==> src/hdl/spf_pkg.sv <==
// shared pin function select: pin indices, function codes, reset values
package spf_pkg;

    localparam int PIN_CNT = 7;
    localparam int PWM_CNT = 6;
    localparam int TEST_CNT = 4;

    // pad vector positions
    localparam int PIN_B0  = 0;
    localparam int PIN_B1  = 1;
    localparam int PIN_B5  = 2;
    localparam int PIN_TDI = 3;
    localparam int PIN_TDO = 4;
    localparam int PIN_TCK = 5;
    localparam int PIN_TMS = 6;

    // test pin select bits, bit n set means port_d_line n
    localparam int TSEL_TDI = 0;
    localparam int TSEL_TDO = 1;
    localparam int TSEL_TCK = 2;
    localparam int TSEL_TMS = 3;

    typedef enum logic [1:0] {
        B5_GPIO  = 2'h0,
        B5_TIMER = 2'h1,
        B5_FAULT = 2'h2
    } spf_b5_fn_t;

    typedef enum logic [1:0] {
        SER_GPIO = 2'h0,
        SER_SPI  = 2'h1,
        SER_I2C  = 2'h2
    } spf_ser_fn_t;

    localparam spf_b5_fn_t  B5_RST_FN  = B5_GPIO;
    localparam spf_ser_fn_t SER_RST_FN = SER_GPIO;
    localparam logic [TEST_CNT-1:0] TEST_GPIO_RST = 4'h0;
    localparam logic [PIN_CNT-1:0]  PAD_RST       = 7'h00;
    localparam logic [PWM_CNT-1:0]  PWM_RST       = 6'h00;
    localparam logic                TMS_IDLE_LVL  = 1'b1;

    typedef enum logic [15:0] {
        TAP_RESET  = 16'h0001,
        TAP_IDLE   = 16'h0002,
        TAP_SEL_DR = 16'h0004,
        TAP_CAP_DR = 16'h0008,
        TAP_SH_DR  = 16'h0010,
        TAP_EX1_DR = 16'h0020,
        TAP_PAU_DR = 16'h0040,
        TAP_EX2_DR = 16'h0080,
        TAP_UPD_DR = 16'h0100,
        TAP_SEL_IR = 16'h0200,
        TAP_CAP_IR = 16'h0400,
        TAP_SH_IR  = 16'h0800,
        TAP_EX1_IR = 16'h1000,
        TAP_PAU_IR = 16'h2000,
        TAP_EX2_IR = 16'h4000,
        TAP_UPD_IR = 16'h8000
    } spf_tap_state_t;

    // controller next state, shared by the logic and its checks
    function automatic spf_tap_state_t spf_tap_next(spf_tap_state_t s,
                                                    logic tms);
        spf_tap_state_t n;
        n = TAP_RESET;
        unique case (s)
            TAP_RESET:  n = tms ? TAP_RESET  : TAP_IDLE;
            TAP_IDLE:   n = tms ? TAP_SEL_DR : TAP_IDLE;
            TAP_SEL_DR: n = tms ? TAP_SEL_IR : TAP_CAP_DR;
            TAP_CAP_DR: n = tms ? TAP_EX1_DR : TAP_SH_DR;
            TAP_SH_DR:  n = tms ? TAP_EX1_DR : TAP_SH_DR;
            TAP_EX1_DR: n = tms ? TAP_UPD_DR : TAP_PAU_DR;
            TAP_PAU_DR: n = tms ? TAP_EX2_DR : TAP_PAU_DR;
            TAP_EX2_DR: n = tms ? TAP_UPD_DR : TAP_SH_DR;
            TAP_UPD_DR: n = tms ? TAP_SEL_DR : TAP_IDLE;
            TAP_SEL_IR: n = tms ? TAP_RESET  : TAP_CAP_IR;
            TAP_CAP_IR: n = tms ? TAP_EX1_IR : TAP_SH_IR;
            TAP_SH_IR:  n = tms ? TAP_EX1_IR : TAP_SH_IR;
            TAP_EX1_IR: n = tms ? TAP_UPD_IR : TAP_PAU_IR;
            TAP_PAU_IR: n = tms ? TAP_EX2_IR : TAP_PAU_IR;
            TAP_EX2_IR: n = tms ? TAP_UPD_IR : TAP_SH_IR;
            TAP_UPD_IR: n = tms ? TAP_SEL_DR : TAP_IDLE;
            default:    n = TAP_RESET;
        endcase
        return n;
    endfunction

endpackage

==> src/hdl/spf_pin_mux.sv <==
// shared pin function select for port b lines and test port pins
`timescale 1ns/1ps
// What this block does
// - gpio pins individually input or output
// - port_b_line5 resets to gpio, alternates selected
// - fault three input only, disables chosen pwm
// - test clock default, alternate port_d_line2
// - test mode select default, alternate port_d_line3
// - mode select sampled on rising test clock
// - test data in default, rising edge, port_d_line0
// - test data out driven only in shift states
// - test data out changes on falling clock
// - test data out default, alternate port_d_line1
// - port_b_line0 gpio default, spi or i2c clock
// - spi clock output master, input slave
// - port_b_line1 gpio default, slave select, i2c data
module spf_pin_mux
    import spf_pkg::*;
#(
    parameter logic FAULT_ACTIVE = 1'b1
) (
    input  logic                clk,
    input  logic                rst,
    input  logic [PIN_CNT-1:0]  pad_in,
    output logic [PIN_CNT-1:0]  pad_out,
    output logic [PIN_CNT-1:0]  pad_oe,
    input  logic [PIN_CNT-1:0]  gpio_out,
    input  logic [PIN_CNT-1:0]  gpio_dir,
    output logic [PIN_CNT-1:0]  gpio_in,
    input  spf_b5_fn_t          sel_b5,
    input  spf_ser_fn_t         sel_b0,
    input  spf_ser_fn_t         sel_b1,
    input  logic [TEST_CNT-1:0] sel_test_gpio,
    input  logic                timer_channel_one_out,
    input  logic                timer_channel_one_oe,
    output logic                timer_channel_one_in,
    output logic                external_fault_input_three,
    input  logic [PWM_CNT-1:0]  pwm_fault_mask,
    output logic [PWM_CNT-1:0]  pwm_disable,
    input  logic                spi_master,
    input  logic                spi_sck_out,
    output logic                spi_sck_in,
    output logic                spi_ss_n,
    input  logic                i2c_scl_low,
    input  logic                i2c_sda_low,
    output logic                i2c_scl_in,
    output logic                i2c_sda_in,
    input  logic                tap_data_out,
    output spf_tap_state_t      tap_state,
    output logic                tap_tdi,
    output logic                tap_sample
);

    logic [PIN_CNT-1:0]  pin_s;
    spf_b5_fn_t          fn_b5;
    spf_ser_fn_t         fn_b0;
    spf_ser_fn_t         fn_b1;
    logic [TEST_CNT-1:0] test_gpio;
    logic                tck_prev;
    logic                tck_active;
    logic                tck_rise;
    logic                tck_fall;
    logic                tms_bit;
    logic                tdi_bit;
    logic                shift_active;
    logic                tdo_bit;
    logic                tdo_drive;
    logic                fault_now;
    logic [PIN_CNT-1:0]  next_pad_out;
    logic [PIN_CNT-1:0]  next_pad_oe;

    spf_sync #(
        .WIDTH (PIN_CNT)
    ) u_sync (
        .clk      (clk),
        .rst      (rst),
        .async_in (pad_in),
        .sync_out (pin_s)
    );

    // function selects held locally so reset gives the default functions
    always_ff @(posedge clk or posedge rst) begin
        if (rst) begin
            fn_b5     <= B5_RST_FN;
            fn_b0     <= SER_RST_FN;
            fn_b1     <= SER_RST_FN;
            test_gpio <= TEST_GPIO_RST;
        end else begin
            fn_b5     <= sel_b5;
            fn_b0     <= sel_b0;
            fn_b1     <= sel_b1;
            test_gpio <= sel_test_gpio;
        end
    end

    // test clock arrives as a pin, so its edges become enables here
    assign tck_active = !test_gpio[TSEL_TCK];
    assign tck_rise   = tck_active && pin_s[PIN_TCK] && !tck_prev;
    assign tck_fall   = tck_active && !pin_s[PIN_TCK] && tck_prev;
    // a mode select pin lent to gpio reads as the pull-up level
    assign tms_bit = test_gpio[TSEL_TMS] ? TMS_IDLE_LVL : pin_s[PIN_TMS];
    assign tdi_bit = test_gpio[TSEL_TDI] ? 1'b1 : pin_s[PIN_TDI];
    assign shift_active = (tap_state == TAP_SH_DR) ||
                          (tap_state == TAP_SH_IR);

    always_ff @(posedge clk or posedge rst) begin
        if (rst) begin
            // same as the synchroniser's reset output: no false edge
            tck_prev <= 1'b0;
        end else begin
            tck_prev <= pin_s[PIN_TCK];
        end
    end

    always_ff @(posedge clk or posedge rst) begin
        if (rst) begin
            tap_state <= TAP_RESET;
        end else if (tck_rise) begin
            tap_state <= spf_tap_next(tap_state, tms_bit);
        end
    end

    always_ff @(posedge clk or posedge rst) begin
        if (rst) begin
            tap_tdi    <= 1'b0;
            tap_sample <= 1'b0;
        end else begin
            tap_sample <= tck_rise;
            if (tck_rise) begin
                tap_tdi <= tdi_bit;
            end
        end
    end

    spf_tdo_stage u_tdo (
        .clk          (clk),
        .rst          (rst),
        .fall_en      (tck_fall),
        .shift_active (shift_active),
        .data_in      (tap_data_out),
        .tdo_bit      (tdo_bit),
        .tdo_drive    (tdo_drive)
    );

    // pad drivers: gpio first, then each selected peripheral takes over
    always_comb begin
        next_pad_out = gpio_out;
        next_pad_oe  = gpio_dir;
        unique case (fn_b5)
            B5_TIMER: begin
                next_pad_out[PIN_B5] = timer_channel_one_out;
                next_pad_oe[PIN_B5]  = timer_channel_one_oe;
            end
            B5_FAULT: begin
                next_pad_out[PIN_B5] = 1'b0;
                next_pad_oe[PIN_B5]  = 1'b0;
            end
            default: ;
        endcase
        unique case (fn_b0)
            SER_SPI: begin
                next_pad_out[PIN_B0] = spi_sck_out;
                next_pad_oe[PIN_B0]  = spi_master;
            end
            SER_I2C: begin
                // open drain: only ever pulls low
                next_pad_out[PIN_B0] = 1'b0;
                next_pad_oe[PIN_B0]  = i2c_scl_low;
            end
            default: ;
        endcase
        unique case (fn_b1)
            SER_SPI: begin
                next_pad_out[PIN_B1] = 1'b0;
                next_pad_oe[PIN_B1]  = 1'b0;
            end
            SER_I2C: begin
                next_pad_out[PIN_B1] = 1'b0;
                next_pad_oe[PIN_B1]  = i2c_sda_low;
            end
            default: ;
        endcase
        if (!test_gpio[TSEL_TDI]) begin
            next_pad_out[PIN_TDI] = 1'b0;
            next_pad_oe[PIN_TDI]  = 1'b0;
        end
        if (!test_gpio[TSEL_TCK]) begin
            next_pad_out[PIN_TCK] = 1'b0;
            next_pad_oe[PIN_TCK]  = 1'b0;
        end
        if (!test_gpio[TSEL_TMS]) begin
            next_pad_out[PIN_TMS] = 1'b0;
            next_pad_oe[PIN_TMS]  = 1'b0;
        end
        if (!test_gpio[TSEL_TDO]) begin
            next_pad_out[PIN_TDO] = tdo_bit;
            next_pad_oe[PIN_TDO]  = tdo_drive;
        end
    end

    always_ff @(posedge clk or posedge rst) begin
        if (rst) begin
            pad_out <= PAD_RST;
            pad_oe  <= PAD_RST;
        end else begin
            pad_out <= next_pad_out;
            pad_oe  <= next_pad_oe;
        end
    end

    always_ff @(posedge clk or posedge rst) begin
        if (rst) begin
            gpio_in <= PAD_RST;
        end else begin
            gpio_in <= pin_s;
        end
    end

    // deselected peripheral inputs rest at their idle levels
    assign fault_now = (fn_b5 == B5_FAULT) && (pin_s[PIN_B5] == FAULT_ACTIVE);

    always_ff @(posedge clk or posedge rst) begin
        if (rst) begin
            external_fault_input_three <= 1'b0;
            pwm_disable                <= PWM_RST;
        end else begin
            external_fault_input_three <= fault_now;
            pwm_disable <= fault_now ? pwm_fault_mask : PWM_RST;
        end
    end

    always_ff @(posedge clk or posedge rst) begin
        if (rst) begin
            timer_channel_one_in <= 1'b0;
            spi_sck_in           <= 1'b0;
            spi_ss_n             <= 1'b1;
            i2c_scl_in           <= 1'b1;
            i2c_sda_in           <= 1'b1;
        end else begin
            timer_channel_one_in <= (fn_b5 == B5_TIMER) && pin_s[PIN_B5];
            // slave clock only; a master reads nothing back
            spi_sck_in <= (fn_b0 == SER_SPI) && !spi_master &&
                          pin_s[PIN_B0];
            spi_ss_n   <= (fn_b1 == SER_SPI) ? pin_s[PIN_B1] : 1'b1;
            i2c_scl_in <= (fn_b0 == SER_I2C) ? pin_s[PIN_B0] : 1'b1;
            i2c_sda_in <= (fn_b1 == SER_I2C) ? pin_s[PIN_B1] : 1'b1;
        end
    end
endmodule // spf_pin_mux

==> src/hdl/spf_sync.sv <==
// two flip-flop synchroniser for pad inputs
`timescale 1ns/1ps
module spf_sync #(
    parameter int WIDTH = 7
) (
    input  logic             clk,
    input  logic             rst,
    input  logic [WIDTH-1:0] async_in,
    output logic [WIDTH-1:0] sync_out
);
    logic [WIDTH-1:0] meta;

    // meta is read by sync_out only
    always_ff @(posedge clk or posedge rst) begin
        if (rst) begin
            meta     <= '0;
            sync_out <= '0;
        end else begin
            meta     <= async_in;
            sync_out <= meta;
        end
    end
endmodule // spf_sync

==> src/hdl/spf_tdo_stage.sv <==
// test data output stage, moves only on the falling test clock
`timescale 1ns/1ps
module spf_tdo_stage (
    input  logic clk,
    input  logic rst,
    input  logic fall_en,
    input  logic shift_active,
    input  logic data_in,
    output logic tdo_bit,
    output logic tdo_drive
);
    always_ff @(posedge clk or posedge rst) begin
        if (rst) begin
            tdo_bit   <= 1'b0;
            tdo_drive <= 1'b0;
        end else if (fall_en) begin
            tdo_bit   <= data_in;
            tdo_drive <= shift_active;
        end
    end
endmodule // spf_tdo_stage
==> config.mk <==
export PLATFORM = sky130hd
export DESIGN_NAME = spf_pin_mux
export DESIGN_NICKNAME = d
export VERILOG_FILES = /design/src/hdl/spf_pkg.sv /design/src/hdl/spf_pin_mux.sv /design/src/hdl/spf_sync.sv /design/src/hdl/spf_tdo_stage.sv
export SDC_FILE = /design/constraint.sdc
export NUM_CORES = 1
export LEC_CHECK = 0
export BUFFER_PORTS_ARGS = -buffer_cell sky130_fd_sc_hd__buf_2
export CORE_MARGIN = 5
export CORE_UTILIZATION = 54
export DETAILED_ROUTE_END_ITERATION = 10
export PLACE_DENSITY_LB_ADDON = 0.1
export SYNTH_ARGS = -nofsm -noshare
export SYNTH_HDL_FRONTEND = slang
export SYNTH_SLANG_ARGS = --single-unit
==> constraint.sdc <==
create_clock -name clk -period 5.27 [get_ports clk]
set_input_delay 0.2635 -clock clk [delete_from_list [all_inputs] [get_ports clk]]
set_output_delay 0.2635 -clock clk [all_outputs]
set_load 0.05 [all_outputs]
# Word-level counts from Yosys, hierarchy flattened
# Cells that the tools add are included.
# totals
reg_bits	78
in_bits	46
wordCells	94
# classes
muxes	33
reduce_logical	17
eq_ne	22
# op_table
op	count
$pmux 16 s12	1
$mux 16	2
$mux 9	2
$eq 16x1->1 const B	1
$eq 16x10->1 const B	1
$eq 16x11->1 const B	1
$eq 16x12->1 const B	1
$eq 16x13->1 const B	1
$eq 16x14->1 const B	1
$eq 16x15->1 const B	1
$eq 16x16->1 const B	1
$eq 16x2->1 const B	1
$eq 16x3->1 const B	1
$eq 16x4->1 const B	1
$eq 16x5->1 const B	1
$eq 16x6->1 const B	1
$eq 16x7->1 const B	1
$eq 16x8->1 const B	1
$eq 16x9->1 const B	1
$mux 15	1
$mux 1	14
$mux 13	1
$mux 6	2
$mux 11	1
other kinds (12)	32

# Depth between registers and ports, before layout
# logic_depth
ltp_word	3
ltp_mapped	6

# Hierarchy
# From an unflattened synthesis, not the netlist that was laid out.
# unflattened
cells_unflattened	243
area_unflattened_um2	2922.8
# by_module_without_submodules
mod	cells_each	seq_area_each_um2	n_inst	area_each_um2
spf_pin_mux	223	1531.5	1	2492.4
spf_sync	15	350.3	1	354.1
spf_tdo_stage	5	50.0	1	76.3

# Least setup slack after synthesis
# OpenSTA, ideal clock, no wires.
# synth_timing
path_kind	reg2reg
start	reg tap_state[8]
end	reg tap_state[8]
slack_ps	2940
path_stages_with_launch	6
n_path_buf	1
arrival_time_ps	2238
setup_time_ps	92
required_ps	5178
path_cell_list	dfrtp_1 > buf_6 > or4_4 > or3_4 > or3_4 > o31ai_2
# synth_between
elab_chain_cells	3
elab_cells_between_ends	20
# synth_rtl
element	line_no	text
start: declaration	spf_pin_mux.sv:49	output spf_tap_state_t tap_state,
start signal: assignment	spf_pin_mux.sv:119	tap_state <= spf_tap_next(tap_state, tms_bit);
$eq 16x16->1, or another cell as far along	spf_pkg.sv:66	unique case (s)
$reduce_or 3->1 (no line) / $reduce_or 2->1 (equally long branches)	--	
$pmux 16 s12 *	spf_pkg.sv:66	
# Every way passes the cells marked *; elsewhere a longest branch is shown, timed or not.
# A chain may end at the register's enable or synchronous reset.

# Final worst setup path
# layout_timing
start	reg tap_state[12]
end	reg tap_state[5]
# The elaborated chain is that of the path after synthesis.

==> flow_summary.toml <==
[clock_tree]
cts.sinks = 77
cts_root_buf = "clkbuf_8"
cts.repair.resized = 0
clockBufferDepth = 2
cts_made_buffers = 9
cts_tree = "built"
postCtsSetupBuffers = 0
cts_hold_buf = 4
clkTransAtPathRegs_ns = 0.08
cts_max_level = 3
clk_latency_ns = 0.35

[sta]
worst_slack_ns = 2.96
tightest_slew_ns = 0.921
layout_min_cycle_time_ns = 2.31
rsz0062_at_grt = "no"
hold_viol = 0
slew_viol_final = 0
finalClockSkew_ns = 0.00862
fin_setup_tns_ns = 0
slew_headroom_pct = 38.6
period_share_pct = 43.8
fmax_mhz = 433
setup_viol = 0

[synth]
synth-seq-cells = 77
ys_top_cells_by_count = "dfrtp_1, nand2_1, o21ai_0"
ys_top_cells_by_area = "dfrtp_1, nand2_1, dfstp_2"
synthArstFlopShare_pct = 100
synth_edf_count = 0
synth_nets = 301
synth_cell_types = 48
syn_inst = 249
synth_largest_area_cell = "dfrtp_1"
netlist_area_mm2 = 0.00303
synth.most_common_cell = "dfrtp_1"
yosys_warnings = 0
ys.flop_type = "dfrtp_1"
yosysSeqAreaShare_pct = 63.8
avgSynthCellArea_um2 = 12.2
netlist.area_leader.share_pct = 60.4

[finish]
fin_area_mm2 = 0.00386
antenna_cells = 0
syn_to_final_growth_pct = 27.6
final_core_util_pct = 70.6
fillers = 415
final_cells = 436
layout-drive-gt1-share_pct = 36.3
nets = 411

[place]
portBuffers = 96
place_area_mm2 = 0.00351
dp_slack_ns = 3.00
gp_congestion = 0.894
placedCellCount = 408
dp_hpwl_um = 4460

[worst_setup_path]
cp_cell_sequence = "or4_1, or3_4, nor4_1, o21ai_0, o21ai_0"
cp.required_ns = 5.52
cp_max_fo = 9
reg2reg_depth = 5
startpoint = "tap_state[12]$_DFFE_PP0P_"
rr_endpoint = "tap_state[5]$_DFFE_PP0P_"
r2r-start = "tap_state[12]$_DFFE_PP0P_"
cp-end-kind = "flop"
cp_common_cell = "o21ai_0"
worst_setup_path_start_kind = "flop"
path_class = "flop to flop"
reg2reg_slack_ns = 2.96
cp.buffers_inverters = 0
critPathArrivalTime_ns = 2.56
critical_path.top_delay_family = "simple AND/OR/NAND/NOR gates"
cp_slowest_stage_delay_ns = 0.61
cp_slowest_cell = "or4_1"

[die]
die_h_um = 84.9
io_pins = 97
die_w_um = 84.9
dieArea_mm2 = 0.00720
initial_core_util_pct = 55.3
fp.coreArea_mm2 = 0.00547
fp-row-count = 27

[routing]
vias_per_cell = 5.00
drt_iter0_markers = 110
num_vias = 2180
wl_um = 6290
drtAntennaViolNets = 0
avgRoutedWirePerCell_um = 14.4
dr.pass1.iters = 4
route.detailed.drc = 0

[min_path]
holdPathStages = 1
hold_path_end = "test_gpio[2]$_DFF_PP0_"
hp-class = "input port to flop"
hp-start = "sel_test_gpio[2]"

[power_and_ir_drop]
power.density_mw_per_mm2 = 366
peakVddDrop_uv = 284
p_leak_nw = 2.00

[flow_run]
maxCapViolCount = 0

[global_route]
antenna_found_initial = 0
grtUsageTotal_pct = 19.0
grt_start_max_net_pins = 78
grt_pass1_vias = 2216
grt_pass1_wl_um = 10600
overflow = 0

[status]
outcome = "completed"
## through the flow
| step | power, mW | hold WS (ns) |
|---|---|---|
| 2_1_floorplan | 0.849 | 0.295 |
| 3_3_place_gp | 0.915 | 0.331 |
| 3_5_place_dp | 0.916 | 0.336 |
| 4_1_cts | 1.42 | 0.00375 |
| 5_1_grt | 1.48 | 0.00269 |
| 6_report | 1.41 | 0.0214 |
## routing by layer
layer / part of all wire (%) / track usage (%) / vias to the layer above
met1: 44 / 24.8 / 1014
met2: 45 / 28.0 / 76
met4: 2.0 / 8.06 / 0
li1: - / - / 1078
met5: 0 / 0 / -
met3: 9.2 / 7.96 / 12
## logic make-up after synthesis
group                      synth area share [%]
muxes                                      1.12
DFF                                        63.8
AOI/OAI and AO/OA                          7.32
adders and majority gates                  2.48
buffers and inverters                      4.55
xor gates and xnor gates                   2.32
and+or+nand+nor                            18.4
## worst max path at each step
stage / endpoint / slack, ns / cells past startpoint
global route: tap_state[15]$_DFFE_PP0P_ / 2.75 / 6
floorplan: tap_state[8]$_DFFE_PP0P_ / 2.94 / 5
detailed placement: tap_state[5]$_DFFE_PP0P_ / 3.00 / 5
CTS: tap_state[5]$_DFFE_PP0P_ / 2.98 / 5
finish: tap_state[5]$_DFFE_PP0P_ / 2.96 / 5
global placement: tap_state[5]$_DFFE_PP0P_ / 3.05 / 5
## flip-flops by register name (all words and copies together) (netlist names), 4 cells and up
name             count
tap_state           16
u_sync.meta          7
test_gpio            4
u_sync.sync_out      7
pad_out              7
pwm_disable          6
pad_oe               7
gpio_in              7
## report_power, final
| group | switching (mW) | total, mW | internal [mW] |
|---|---|---|---|
| clock | 0.218 | 0.502 | 0.284 |
| sequential | 0.0249 | 0.652 | 0.627 |
| combinational | 0.169 | 0.258 | 0.0890 |
## placed cells by master, fill, tap and decap left out, types with 2 or more instances in the layout
cell type	synthesis	layout
a21oi_1	3	3
and2_1	9	9
and3_1	7	7
and3b_1	2	2
buf_2	1	96
bufinv_16	0	2
clkbuf_8	3	10
dfrtp_1	73	73
dfstp_2	4	4
dlygate4sd3_1	0	12
ha_1	6	6
inv_1	12	11
inv_6	0	3
mux2_2	3	3
nand2_1	29	29
nand2b_1	4	4
nand4_1	2	2
nor2_1	8	8
nor2b_1	3	3
nor3_1	8	8
nor4_1	9	9
o21ai_0	17	17
o22ai_1	2	2
or2_2	3	3
or3_1	3	3
or3_4	2	2
or4_1	2	2
or4_4	3	3
xnor2_1	6	6
xor2_1	2	2
## final cells by class
class	instances	area (µm²)	area share, %
sequential	77	1930	50.0
multi-input combinational	150	957	24.8
timing repair buffer	109	608	15.7
clock buffer	10	138	3.56
clock inverter	6	91.3	2.37
tap	72	90.1	2.33
inverter	12	45.0	1.17
No activity file was read; power rests on OpenSTA's default activity.
